==> src/rtl/pebp_pkg.sv <==
// shared constants and types of the pipelined external bus master
package pebp_pkg;
    // apb byte offsets
    localparam logic [7:0] OFS_CFG = 8'h00;
    localparam logic [7:0] OFS_ADDR = 8'h04;
    localparam logic [7:0] OFS_CMD = 8'h08;
    localparam logic [7:0] OFS_STAT = 8'h0C;
    localparam logic [7:0] OFS_WD0 = 8'h10;
    localparam logic [7:0] OFS_RD0 = 8'h20;
    // configuration word layout
    localparam int CFG_DEPTH_B0 = 0;
    localparam int CFG_DEPTH_B1 = 2;
    localparam int CFG_DEPTH_HOST = 4;
    localparam int CFG_IDLE_LSB = 6;
    localparam int CFG_W64_MEM = 10;
    localparam int CFG_W64_HOST = 11;
    localparam int CFG_W64_MP = 12;
    localparam logic [31:0] CFG_RESET = 32'h0000_0000;
    // command word layout
    localparam int CMD_TGT_LSB = 0;
    localparam int CMD_SIZE_LSB = 2;
    localparam int CMD_WR_BIT = 4;
    localparam int CMD_PEER_LSB = 5;
    // status word layout
    localparam int STAT_BUSY = 0;
    localparam int STAT_INFLIGHT = 1;
    localparam int STAT_ILLEGAL = 2;
    localparam int STAT_CFG_LOCK = 3;
    // pipeline
    localparam logic [2:0] WR_DEPTH = 3'h1;
    localparam logic [2:0] PEER_DEPTH = 3'h4;
    localparam int SLOTS = 5;
    localparam logic [2:0] SINCE_MAX = 3'h7;

    typedef enum logic [1:0] {
        TGT_BANK0 = 2'b00,
        TGT_BANK1 = 2'b01,
        TGT_HOST = 2'b10,
        TGT_PEER = 2'b11
    } pebp_tgt_e;

    typedef enum logic [1:0] {
        SZ_SINGLE = 2'b00,
        SZ_LONG = 2'b01,
        SZ_QUAD = 2'b10
    } pebp_size_e;

    typedef enum logic {
        ST_IDLE = 1'b0,
        ST_ISSUE = 1'b1
    } pebp_st_e;

    typedef struct packed {
        logic wr;
        logic [1:0] beat;
        logic w64;
        logic sgl;
        logic hi;
        logic [63:0] data;
    } pebp_beat_s;

    typedef struct packed {
        logic v;
        pebp_beat_s b;
    } pebp_slot_s;
endpackage

==> src/rtl/pebp_master.sv <==
// pipelined external bus master with apb registers and slave burst tracker
//
// Our own choices: register access over APB and the address map.
`timescale 1ns/100ps
// ****************************************************************
// ****************************************************************
module pebp_master
    import pebp_pkg::*;
(
    input wire logic pclk, // system clock
    input wire logic presetn, // async reset
    input wire logic psel, // apb select
    input wire logic penable, // apb enable
    input wire logic pwrite, // apb direction
    input wire logic [7:0] paddr, // apb byte address
    input wire logic [31:0] pwdata, // apb write data
    output logic [31:0] prdata, // apb read data
    output logic pready, // apb ready
    output logic pslverr, // apb error
    output logic [31:0] bus_addr, // address of current beat
    output logic rd_n, // read strobe
    output logic write_lower_half_n, // low word write strobe
    output logic write_upper_half_n, // high word write strobe
    output logic burst_continue_n, // next cycle same transfer
    output logic [63:0] bus_data_o, // write data
    output logic bus_data_oe, // write data drive enable
    input wire logic [63:0] bus_data_i, // read data
    input wire logic ack_i, // slave acknowledge
    input wire logic slv_addr_cycle, // address cycle aimed at us
    input wire logic slv_burst_continue_n, // burst continue seen as slave
    input wire logic slv_quad_only, // target accepts quad only
    output logic slv_txn_done, // inbound transfer closed
    output logic [2:0] slv_txn_beats, // its beat count
    output logic slv_illegal // unlinked quad-only access
);
    // ************************************************************
    // helpers
    // ************************************************************
    function automatic logic tgt_w64(logic [31:0] c, pebp_tgt_e t);
        if (t == TGT_PEER)
            return c[CFG_W64_MP];
        else if (t == TGT_HOST)
            return c[CFG_W64_HOST];
        return c[CFG_W64_MEM];
    endfunction

    function automatic logic [2:0] depth_of(logic [31:0] c, pebp_tgt_e t, logic w);
        logic [1:0] code;
        case (t)
            TGT_BANK1: code = c[CFG_DEPTH_B1 +: 2];
            TGT_HOST: code = c[CFG_DEPTH_HOST +: 2];
            default: code = c[CFG_DEPTH_B0 +: 2];
        endcase
        if (w)
            return WR_DEPTH;
        else if (t == TGT_PEER)
            return PEER_DEPTH;
        return {1'b0, code} + 3'h1;
    endfunction

    function automatic logic [2:0] beats_of(logic [1:0] sz, logic w64);
        case (sz)
            SZ_LONG: return w64 ? 3'h1 : 3'h2;
            SZ_QUAD: return w64 ? 3'h2 : 3'h4;
            default: return 3'h1;
        endcase
    endfunction

    // ************************************************************
    // apb slave and registers
    // ************************************************************
    logic [31:0] cfg_q, addr_q, cmd_q, stat;
    logic [31:0] wdata_q [4];
    logic [31:0] rdata_q [4];
    logic cfg_lock_q, illegal_q, acc, hit, cmd_go, busy;
    pebp_st_e st_q;
    pebp_tgt_e cur_tgt, new_tgt;

    assign acc = psel & penable;
    assign hit = paddr[1:0] == 2'h0 && (paddr <= OFS_STAT
        || paddr[7:4] == OFS_WD0[7:4] || paddr[7:4] == OFS_RD0[7:4]);
    assign pready = 1'b1;
    // a command while the previous one is still issuing is refused
    assign pslverr = acc & (!hit | (pwrite & paddr == OFS_CMD & st_q != ST_IDLE));
    assign cmd_go = acc & pwrite & paddr == OFS_CMD & st_q == ST_IDLE;
    assign new_tgt = pebp_tgt_e'(pwdata[CMD_TGT_LSB +: 2]);

    always_comb
    begin
        stat = 32'h0;
        stat[STAT_BUSY] = busy;
        stat[STAT_INFLIGHT] = st_q == ST_ISSUE;
        stat[STAT_ILLEGAL] = illegal_q;
        stat[STAT_CFG_LOCK] = cfg_lock_q;
    end

    always_ff @(posedge pclk or negedge presetn)
    begin
        if (!presetn)
            prdata <= 32'h0;
        else if (psel && !penable)
        begin
            if (paddr == OFS_CFG)
                prdata <= cfg_q;
            else if (paddr == OFS_ADDR)
                prdata <= addr_q;
            else if (paddr == OFS_CMD)
                prdata <= cmd_q;
            else if (paddr == OFS_STAT)
                prdata <= stat;
            else if (hit && paddr[7:4] == OFS_WD0[7:4])
                prdata <= wdata_q[paddr[3:2]];
            else if (hit && paddr[7:4] == OFS_RD0[7:4])
                prdata <= rdata_q[paddr[3:2]];
            else
                prdata <= 32'h0;
        end
    end

    // configuration takes one write only, later writes are ignored
    always_ff @(posedge pclk or negedge presetn)
    begin
        if (!presetn)
        begin
            cfg_q <= CFG_RESET;
            cfg_lock_q <= 1'b0;
            addr_q <= 32'h0;
            cmd_q <= 32'h0;
        end
        else if (acc && pwrite)
        begin
            if (paddr == OFS_CFG && !cfg_lock_q)
            begin
                cfg_q <= pwdata;
                cfg_lock_q <= 1'b1;
            end
            if (paddr == OFS_ADDR)
                addr_q <= pwdata;
            if (cmd_go)
                cmd_q <= pwdata;
        end
    end

    always_ff @(posedge pclk or negedge presetn)
    begin
        if (!presetn)
            wdata_q <= '{default: 32'h0};
        else if (acc && pwrite && paddr[7:4] == OFS_WD0[7:4] && paddr[1:0] == 2'h0)
            wdata_q[paddr[3:2]] <= pwdata;
    end

    // a new illegal event beats a clear in the same cycle
    always_ff @(posedge pclk or negedge presetn)
    begin
        if (!presetn)
            illegal_q <= 1'b0;
        else if (slv_illegal)
            illegal_q <= 1'b1;
        else if (acc && pwrite && paddr == OFS_STAT && pwdata[STAT_ILLEGAL])
            illegal_q <= 1'b0;
    end

    // ************************************************************
    // issue sequencer and spacing
    // ************************************************************
    logic [2:0] beats_left_q, cur_depth, last_depth_q, since_q, gap, diff;
    logic [1:0] beat_idx_q, sel_lo, sel_hi;
    logic [31:0] baddr_q;
    logic cur_wr, cur_w64, cur_sgl, last_v_q, last_wr_q, same_zone, rr, idle_c;
    logic hold_q, load, shift, wait_now, ins;
    logic [3:0] elapsed;
    pebp_tgt_e last_tgt_q;
    logic [2:0] last_peer_q;
    pebp_beat_s next_ent, bus_ent_q;
    logic [2:0] bus_depth_q, ins_idx;
    logic bus_v_q;
    pebp_slot_s slot_q [SLOTS];

    assign cur_tgt = pebp_tgt_e'(cmd_q[CMD_TGT_LSB +: 2]);
    assign cur_wr = cmd_q[CMD_WR_BIT];
    assign cur_w64 = tgt_w64(cfg_q, cur_tgt);
    assign cur_sgl = cmd_q[CMD_SIZE_LSB +: 2] == SZ_SINGLE;
    assign cur_depth = depth_of(cfg_q, cur_tgt, cur_wr);

    assign same_zone = last_tgt_q == cur_tgt
        && (cur_tgt != TGT_PEER || last_peer_q == cmd_q[CMD_PEER_LSB +: 3]);
    assign rr = !last_wr_q & !cur_wr;
    assign idle_c = (rr & !same_zone & cur_depth <= last_depth_q)
        | (rr & same_zone & cfg_q[CFG_IDLE_LSB + int'(cur_tgt)])
        | ((last_wr_q != cur_wr) & cur_depth <= last_depth_q);
    assign diff = last_depth_q - cur_depth;
    always_comb
    begin
        if (!last_v_q)
            gap = 3'h0;
        else if (last_depth_q > cur_depth)
            gap = diff + {2'h0, idle_c | diff == 3'h1};
        else
            gap = {2'h0, idle_c};
    end

    assign elapsed = bus_v_q ? 4'h0 : {1'b0, since_q} + 4'h1;
    // later beats of one transfer skip the gap; the first waits out the gap; every beat stops while hold_q is set
    assign load = !hold_q && st_q == ST_ISSUE
        && (beat_idx_q != 2'h0 || elapsed >= {1'b0, gap});
    assign busy = st_q == ST_ISSUE || bus_v_q || slot_q[0].v || slot_q[1].v
        || slot_q[2].v || slot_q[3].v || slot_q[4].v;

    always_ff @(posedge pclk or negedge presetn)
    begin
        if (!presetn)
        begin
            st_q <= ST_IDLE;
            beats_left_q <= 3'h0;
            beat_idx_q <= 2'h0;
            baddr_q <= 32'h0;
        end
        else if (cmd_go)
        begin
            st_q <= ST_ISSUE;
            beats_left_q <= beats_of(pwdata[CMD_SIZE_LSB +: 2], tgt_w64(cfg_q, new_tgt));
            beat_idx_q <= 2'h0;
            baddr_q <= addr_q;
        end
        else if (load)
        begin
            beats_left_q <= beats_left_q - 3'h1;
            beat_idx_q <= beat_idx_q + 2'h1;
            baddr_q <= baddr_q + (cur_w64 ? 32'h2 : 32'h1);
            if (beats_left_q == 3'h1)
                st_q <= ST_IDLE;
        end
    end

    always_ff @(posedge pclk or negedge presetn)
    begin
        if (!presetn)
        begin
            last_v_q <= 1'b0;
            last_wr_q <= 1'b0;
            last_tgt_q <= TGT_BANK0;
            last_peer_q <= 3'h0;
            last_depth_q <= WR_DEPTH;
        end
        else if (load && beats_left_q == 3'h1)
        begin
            last_v_q <= 1'b1;
            last_wr_q <= cur_wr;
            last_tgt_q <= cur_tgt;
            last_peer_q <= cmd_q[CMD_PEER_LSB +: 3];
            last_depth_q <= cur_depth;
        end
    end

    // counts empty bus cycles since the last address cycle; frozen by waits
    always_ff @(posedge pclk or negedge presetn)
    begin
        if (!presetn)
            since_q <= SINCE_MAX;
        else if (!hold_q)
            since_q <= bus_v_q ? 3'h0 : (since_q == SINCE_MAX ? SINCE_MAX : since_q + 3'h1);
    end

    // ************************************************************
    // address cycle outputs
    // ************************************************************
    assign sel_lo = cur_w64 ? {beat_idx_q[0], 1'b0} : beat_idx_q;
    assign sel_hi = (cur_w64 & !cur_sgl) ? {beat_idx_q[0], 1'b1} : 2'h0;
    always_comb
    begin
        next_ent.wr = cur_wr;
        next_ent.beat = beat_idx_q;
        next_ent.w64 = cur_w64;
        next_ent.sgl = cur_sgl;
        next_ent.hi = cur_w64 & cur_sgl & baddr_q[0];
        next_ent.data = {cur_w64 ? wdata_q[sel_hi] : 32'h0, wdata_q[sel_lo]};
    end

    always_ff @(posedge pclk or negedge presetn)
    begin
        if (!presetn)
        begin
            bus_v_q <= 1'b0;
            rd_n <= 1'b1;
            write_lower_half_n <= 1'b1;
            write_upper_half_n <= 1'b1;
            burst_continue_n <= 1'b1;
            bus_addr <= 32'h0;
            bus_ent_q <= '0;
            bus_depth_q <= WR_DEPTH;
        end
        else if (!hold_q)
        begin
            bus_v_q <= load;
            rd_n <= !(load & !cur_wr);
            write_lower_half_n <= !(load & cur_wr & (!cur_w64 | !next_ent.hi));
            write_upper_half_n <= !(load & cur_wr & cur_w64 & !(cur_sgl & !baddr_q[0]));
            burst_continue_n <= !(load & beats_left_q > 3'h1);
            if (load)
            begin
                bus_addr <= baddr_q;
                bus_ent_q <= next_ent;
                bus_depth_q <= cur_depth;
            end
        end
    end

    // ************************************************************
    // outstanding data cycles
    // ************************************************************
    // idle ack is held high by the pull-up, so an empty slot 0 never waits
    assign wait_now = slot_q[0].v & !ack_i;
    assign shift = !wait_now;
    assign ins = bus_v_q & !hold_q;
    // an address taken while the pipe is frozen lands one slot further out
    assign ins_idx = shift ? bus_depth_q - 3'h1 : bus_depth_q;

    always_ff @(posedge pclk or negedge presetn)
    begin
        if (!presetn)
            hold_q <= 1'b0;
        else
            hold_q <= wait_now;
    end

    pebp_slot_s slot_d [SLOTS];
    logic [SLOTS-1:0] clash;
    for (genvar i = 0; i < SLOTS; i++)
    begin : g_slot
        pebp_slot_s up, nxt;
        logic cl;
        if (i == SLOTS - 1)
        begin : g_top
            assign up = '0;
        end
        else
        begin : g_mid
            assign up = slot_q[i + 1];
        end
        always_comb
        begin
            nxt = shift ? up : slot_q[i];
            cl = 1'b0;
            if (ins && ins_idx == 3'(i))
            begin
                cl = nxt.v;
                nxt.v = 1'b1;
                nxt.b = bus_ent_q;
            end
        end
        assign slot_d[i] = nxt;
        assign clash[i] = cl;
        always_ff @(posedge pclk or negedge presetn)
        begin
            if (!presetn)
                slot_q[i] <= '0;
            else
                slot_q[i] <= slot_d[i];
        end
    end

    // write data is driven only in write data cycles and held through waits
    always_ff @(posedge pclk or negedge presetn)
    begin
        if (!presetn)
        begin
            bus_data_o <= 64'h0;
            bus_data_oe <= 1'b0;
        end
        else
        begin
            bus_data_oe <= slot_d[0].v & slot_d[0].b.wr;
            if (slot_d[0].v && slot_d[0].b.wr)
                bus_data_o <= slot_d[0].b.data;
        end
    end

    logic cap;
    logic [1:0] wl, wh;
    assign cap = slot_q[0].v & ack_i & !slot_q[0].b.wr;
    assign wl = slot_q[0].b.w64 ? {slot_q[0].b.beat[0] & !slot_q[0].b.sgl, 1'b0} : slot_q[0].b.beat;
    assign wh = {slot_q[0].b.beat[0], 1'b1};
    for (genvar w = 0; w < 4; w++)
    begin : g_rd
        always_ff @(posedge pclk or negedge presetn)
        begin
            if (!presetn)
                rdata_q[w] <= 32'h0;
            else if (cap && 2'(w) == wl)
                rdata_q[w] <= slot_q[0].b.hi ? bus_data_i[63:32] : bus_data_i[31:0];
            else if (cap && slot_q[0].b.w64 && !slot_q[0].b.sgl && 2'(w) == wh)
                rdata_q[w] <= bus_data_i[63:32];
        end
    end

    // ************************************************************
    // inbound burst tracking as a slave
    // ************************************************************
    logic ackl_q;
    logic [2:0] slv_cnt_q;
    always_ff @(posedge pclk or negedge presetn)
    begin
        if (!presetn)
        begin
            ackl_q <= 1'b0;
            slv_cnt_q <= 3'h0;
            slv_txn_done <= 1'b0;
            slv_txn_beats <= 3'h0;
            slv_illegal <= 1'b0;
        end
        else
        begin
            ackl_q <= !ack_i;
            slv_txn_done <= 1'b0;
            slv_illegal <= 1'b0;
            // a stretched address during a stall is the same beat, not a new one
            if (slv_addr_cycle && !ackl_q)
            begin
                if (slv_burst_continue_n)
                begin
                    slv_txn_done <= 1'b1;
                    slv_txn_beats <= slv_cnt_q + 3'h1;
                    slv_illegal <= slv_quad_only & slv_cnt_q == 3'h0;
                    slv_cnt_q <= 3'h0;
                end
                else if (slv_cnt_q != 3'h7)
                    slv_cnt_q <= slv_cnt_q + 3'h1;
            end
        end
    end
endmodule

==> config.mk <==
export PLATFORM = sky130hd
export DESIGN_NAME = pebp_master
export DESIGN_NICKNAME = d
export VERILOG_FILES = /design/src/rtl/pebp_pkg.sv /design/src/rtl/pebp_master.sv
export SDC_FILE = /design/constraint.sdc
export NUM_CORES = 2
export LEC_CHECK = 0
export BUFFER_PORTS_ARGS = -buffer_cell sky130_fd_sc_hd__buf_2
export CAP_MARGIN = 20
export CORE_UTILIZATION = 51
export DETAILED_ROUTE_END_ITERATION = 8
export PLACE_DENSITY = 0.76
export SLEW_MARGIN = 15
export SYNTH_ARGS = -nofsm -noshare
export SYNTH_HDL_FRONTEND = slang
export SYNTH_SLANG_ARGS = --single-unit
==> constraint.sdc <==
create_clock -name pclk -period 5.65 [get_ports pclk]
set_clock_uncertainty 0.15 [all_clocks]
set_input_delay 1.4125 -clock pclk [delete_from_list [all_inputs] [get_ports pclk]]
set_output_delay 1.4125 -clock pclk [all_outputs]
set_load 0.01 [all_outputs]
Word level (Yosys, flattened, before mapping)
Cells that the tools add are included.
{"block": "word_totals", "regBits": 977, "in_bits": 113, "out_inout_bits": 140, "word_cells": 348}
{"block": "classes", "add_sub_neg": 11, "n_lt_le_gt_ge": 10, "n_eq_ne": 32, "n_mux": 91, "n_bitwise": 41, "reduce_logical": 83}
{"op": "32-bit 2-to-1 mux", "n": 26}
{"op": "71-bit 2-to-1 mux", "n": 10}
{"op": "32-bit binary-select mux with 2-bit select", "n": 4}
{"op": "128-bit bitwise mux", "n": 1}
{"op": "32-bit demux with 2-bit select", "n": 1}
{"op": "3-bit 2-to-1 mux", "n": 13}
{"op": "32-bit by 2-bit adder with 32-bit output", "n": 1}
{"op": "1-bit logical AND", "n": 31}
{"op": "1-bit bitwise AND", "n": 30}
{"op": "1-bit 2-to-1 mux", "n": 25}
{"op": "1-bit logical NOT", "n": 20}
{"op": "8-bit by 4-bit equality test with 1-bit output (second input constant)", "n": 2}
{"op": "2-bit nonzero test", "n": 8}
{"op": "2-bit 2-to-1 mux", "n": 7}
{"op": "2-bit AND reduction", "n": 7}
{"op": "2-bit equality test (second input constant)", "n": 5}
{"op": "1-bit logical OR", "n": 10}
{"op": "2-bit by 1-bit inequality test with 1-bit output (second input constant)", "n": 5}
{"op": "3-bit by 1-bit equality test with 1-bit output (second input constant)", "n": 3}
{"op": "3-bit >= comparator (second input constant)", "n": 3}
{"op": "2-bit inverter with 3-bit output", "n": 3}
{"op": "8-bit by 3-bit equality test with 1-bit output (second input constant)", "n": 1}
{"op": "8-bit by 4-bit <= comparator with 1-bit output (second input constant)", "n": 1}
{"op": "2-bit logical NOT", "n": 4}
{"op": "34 further kinds", "n": 47}

Depth between registers and ports, before layout
{"block": "depth", "ltp_word": 19, "depth_mapped": 25, "depth_no_buf": 22}

Worst setup path after synthesis
OpenSTA, ideal clock, no wires.
{"block": "synth_path", "path_kind": "flip-flop to flip-flop", "startpoint": "register cmd_q[0]", "endpoint": "register baddr_q[31]", "setup_ps": 124, "t_arrival_ps": 4892, "t_required_ps": 5376, "setup_slack_ps": 484, "stages_incl_launch_ff": 24, "n_path_buf": 2, "synth_period_minus_slack_ps": 5166, "cell_sequence": "dfrtp_1 inv_1 ha_1 a22oi_1 o21ai_0 ha_1 o21ai_0 ha_1 a21oi_1 o21ai_0 mux2_2 a221o_1 ha_1 nand2_1 mux2i_1 a21o_1 ha_1 nor3b_1 o2111ai_1 nand2_1 clkbuf_1 clkbuf_1 o21ai_0 a211o_1"}
{"block": "synth_via", "elab_chain_len": 16, "elab_cells_between_ends": 44, "cone_classes": "add/sub: 5; order compare: 3; eq/ne: 6; mux: 16; bitwise: 8; reduce/logical: 6"}
{"element": "start, declared", "line": "pebp_master.sv:72", "source": "logic [31:0] cfg_q, addr_q, cmd_q, stat;"}
{"element": "start signal, assigned", "line": "pebp_master.sv:140", "source": "cmd_q <= pwdata;"}
{"element": "2-bit equality test, or another cell as far along", "line": "pebp_master.sv:42, pebp_master.sv:49"}
{"element": "2-bit case mux with 2 select lines, or another cell as far along", "line": "pebp_master.sv:49", "source": "case (t)"}
{"element": "2-bit by 1-bit adder with 3-bit output, or another cell as far along", "line": "pebp_master.sv:58", "source": "return {1'b0, code} + 3'h1;"}
{"element": "3-bit 2-to-1 mux or 1-bit logical NOT (tied branches)", "line": "pebp_master.sv:58, pebp_master.sv:188"}
{"element": "3-bit <= comparator or 1-bit bitwise AND (tied branches)", "line": "pebp_master.sv:188, pebp_master.sv:190"}
{"element": "1-bit bitwise AND", "line": "pebp_master.sv:188", "source": "assign idle_c = (rr & !same_zone & cur_depth <= last_depth_q)"}
{"element": "1-bit bitwise OR", "line": "pebp_master.sv:189", "source": "| (rr & same_zone & cfg_q[CFG_IDLE_LSB + int'(cur_tgt)])"}
{"element": "1-bit bitwise OR", "line": "pebp_master.sv:190", "source": "| ((last_wr_q != cur_wr) & cur_depth <= last_depth_q);"}
{"element": "1-bit bitwise OR", "line": "pebp_master.sv:197", "source": "gap = diff + {2'h0, idle_c | diff == 3'h1};"}
{"element": "3-bit by 1-bit adder with 3-bit output", "line": "pebp_master.sv:197"}
{"element": "3-bit 2-to-1 mux", "line": "pebp_master.sv:196", "source": "else if (last_depth_q > cur_depth)"}
{"element": "3-bit 2-to-1 mux", "line": "pebp_master.sv:194", "source": "if (!last_v_q)"}
{"element": "4-bit by 3-bit >= comparator with 1-bit output", "line": "pebp_master.sv:205", "source": "&& (beat_idx_q != 2'h0 || elapsed >= {1'b0, gap});"}
{"element": "1-bit logical OR", "line": "pebp_master.sv:205"}
{"element": "1-bit logical AND", "line": "pebp_master.sv:205"}
{"element": "2-bit nonzero test (no line)"}
{"element": "end signal, assigned", "line": "pebp_master.sv:223", "source": "baddr_q <= addr_q;"}
{"element": "end signal, assigned", "line": "pebp_master.sv:229", "source": "baddr_q <= baddr_q + (cur_w64 ? 32'h2 : 32'h1);"}
{"element": "end, declared", "line": "pebp_master.sv:168", "source": "logic [31:0] baddr_q;"}
Several ways; a longest one is shown, not always the timed one. The select of a mux whose other input is x is not followed.
A chain may end at the register's enable or synchronous reset.

Worst setup path after layout
{"block": "layout_path", "startpoint": "register cmd_q[0]", "endpoint": "register baddr_q[28]"}
The elaborated chain is that of the path after synthesis.

==> impl_metrics.json <==
{
  "status": "complete, no violations",
  "avgSynthCellArea_um2": 10.0,
  "holdWs_ps": 302,
  "grt_usage": 0.284,
  "coreArea_um2": 87200,
  "htree_levels": 3,
  "powerDensity_nw_per_um2": 325,
  "seq_area_frac_synth": 0.543,
  "syn-instance-count": 4488,
  "root_buffer": "clkbuf_16",
  "firstDrtPassIters": 6,
  "cts-buffers-inserted": 100,
  "clock-sinks": 977,
  "vias": 35100,
  "drc": 0,
  "grt_pass1_wl_um": 200000,
  "hp-class": "flip-flop to flip-flop",
  "tightest_slew_ps": 1120,
  "grt_antenna_before_repair": 10,
  "yosys.cell_types.count": 73,
  "syn_area_um2": 45100,
  "initial_core_util": 0.517,
  "die_area_um2": 89600,
  "crit_fanout": 6,
  "critical_path_class": "flip-flop to flip-flop",
  "drt-initial-drc-count": 3721,
  "fp.dieH_um": 299,
  "cts.path.max_buffers": 3,
  "syn_nets": 4628,
  "register_area_um2": 24500,
  "setup_violations": 0,
  "cp-end-kind": "flip-flop",
  "required_ps": 6060,
  "core.rowCount": 108,
  "cts_tree": "yes",
  "nets": 4729,
  "yosysWarnings": 0,
  "synth_edf_count": 0,
  "finalCriticalPeriod_ps": 5370,
  "startpoint_type": "flip-flop",
  "slew_headroom": 0.254,
  "fillCellCount": 7217,
  "tns_ps": 0,
  "clock_latency_ps": 680,
  "grt_max_degree": 185,
  "placed_cell_area_um2": 47400,
  "syn_to_final_growth_pct": 12.6,
  "avgViaCountPerCell": 6.02,
  "async_flop_share": 1.00,
  "rsz0062_at_grt": "false",
  "post-route-util": 0.582,
  "cp.arrival_ps": 5770,
  "multiInputGateArea_um2": 19200,
  "portBuffers": 251,
  "max_freq_mhz": 186,
  "wl_per_cell_um": 21.9,
  "drtAntennaViolNets": 0,
  "slew_viol_final": 0,
  "hold_violations": 0,
  "drive_above_1_share": 0.174,
  "drt_wl_total_um": 128000,
  "io_pins": 253,
  "gr-total-overflow": 0,
  "synth_top_flop_cell": "dfrtp_1",
  "place.gp.congestion": 0.914,
  "cts_hold_buffers": 0,
  "ir_drop_v": 0.000291,
  "fin_area_um2": 50800,
  "cap_violations": 0,
  "grt_pass1_vias": 34000,
  "fin_total_pwr_mw": 16.5,
  "ys_ff_latch": 977,
  "fp.dieW_um": 299,
  "hpwl_um": 83600,
  "finalCritPeriodShare": 0.950,
  "clk_pin_slew_ps": 60,
  "leakagePower_nw": 24.2
}
-- sequential cells by signal (all words and copies together), names as in the netlist, 64 cells and up --
name and flops:
slot_q 71, rdata_q 128, bus_data_o 64, g_slot.up 284, bus_ent_q 70, wdata_q 128
-- path summary, 6_finish.rpt --
check,from,end,slack [ps],depth (start not counted)
max,cmd_q[0],baddr_q[28],280,22
min,write_lower_half_n,write_lower_half_n,300,2
max reg2reg,cmd_q[0],baddr_q[28],280,22
min reg2reg,write_lower_half_n,write_lower_half_n,300,2
max in group asynchronous,presetn,g_slot[3].up[11],3470,2
min in group asynchronous,presetn,bus_data_oe,650,1
-- critical path: stages (launching register included) --
cell,delay (ps)
dfrtp_2,430
inv_1,120
ha_1,280
a22oi_1,200
o21ai_1,110
ha_1,200
o21ai_0,230
ha_1,320
a21oi_1,130
o21ai_0,150
mux2_2,310
a221o_1,300
ha_1,190
ha_1,200
xnor2_1,180
nand3_1,100
ha_1,290
o21ai_0,110
o2111ai_1,210
buf_4,200
nand4_1,190
or4_1,550
o211ai_1,90
-- area by class of cell --
type                       count  area share
sequential                   977       0.482
multi-input combinational   3127       0.378
clock buffer                 157      0.0583
timing repair buffer         338      0.0417
tap                         1155      0.0285
clock inverter                27     0.00732
inverter                      45     0.00348
antenna                        7    0.000345
-- cells in the mapped netlist (28+ instances only) --
master    number  share of area
a21oi_1       90          0.010
a221oi_1      41         0.0080
a22o_1        32         0.0062
a22oi_1       28         0.0047
a31oi_1      206          0.029
buf_1         39         0.0032
buf_2         43         0.0048
clkbuf_1     248          0.021
dfrtp_1      968           0.54
inv_1         44         0.0037
mux2_1        51          0.013
mux2_2       235          0.059
mux2i_1      190          0.042
mux4_2        48          0.024
nand2_1     1023          0.085
nand3_1       28         0.0031
nor2_1       367          0.031
nor3_1        86         0.0096
o21ai_0      334          0.037
o22ai_1       75          0.010
o31ai_1       46         0.0077
-- report_power, final --
group / internal, mW / total [mW] / switching (mW)
registers: 7.38 / 7.73 / 0.353
clock network: 3.95 / 6.75 / 2.80
logic: 0.668 / 2.02 / 1.35
total: 12.0 / 16.5 / 4.50
-- layer usage --
| metal | vias up | wire length (um) | GRT usage |
|---|---|---|---|
| met2 | 1403 | 58300 | 0.433 |
| li1 | 15900 | - | - |
| met4 | 4 | 5850 | 0.130 |
| met3 | 256 | 9380 | 0.0500 |
| met1 | 17500 | 54100 | 0.397 |
| met5 | - | 26 | 0 |
-- through the flow --
step / cells / setup WS, ps
floorplan: 4488 / 484
global placement: 5640 / 366
detailed placement: 5640 / 219
CTS: 5824 / 119
global route: 5830 / 19.8
finish: 5833 / 283
-- cell usage in the layout, fill, tap and decap left out, types with 48 or more instances in the layout --
master / n
mux2_2: 235
a31oi_1: 206
mux2i_1: 190
nor3_1: 86
mux4_2: 48
nor2_1: 360
o21ai_0: 333
buf_2: 248
o22ai_1: 75
a21oi_1: 88
buf_4: 73
nand2_1: 1021
mux2_1: 51
dfrtp_1: 965
clkbuf_16: 102
-- timing repair --
| item | 4_1_cts | 5_1_grt |
|---|---|---|
| endpoints found under the setup margin | 0 | 135 |
| gates resized for setup | 0 | 4 |
| setup buffers | 0 | 1 |
-- kinds of logic (layout without fill, tap and decap cells) --
group | Yosys count | after routing | share of synthesized area
muxes | 524 | 524 | 0.138
DFF | 977 | 977 | 0.543
xor gates and xnor gates | 14 | 14 | 0.00272
and+or+nand+nor | 1621 | 1622 | 0.146
AOI/OAI and AO/OA | 939 | 939 | 0.128
other | 1 | 8 | 0.0000832
buffers and inverters | 385 | 567 | 0.0345
adders and majority gates | 27 | 27 | 0.00783
(Power assumes the default switching activity.)
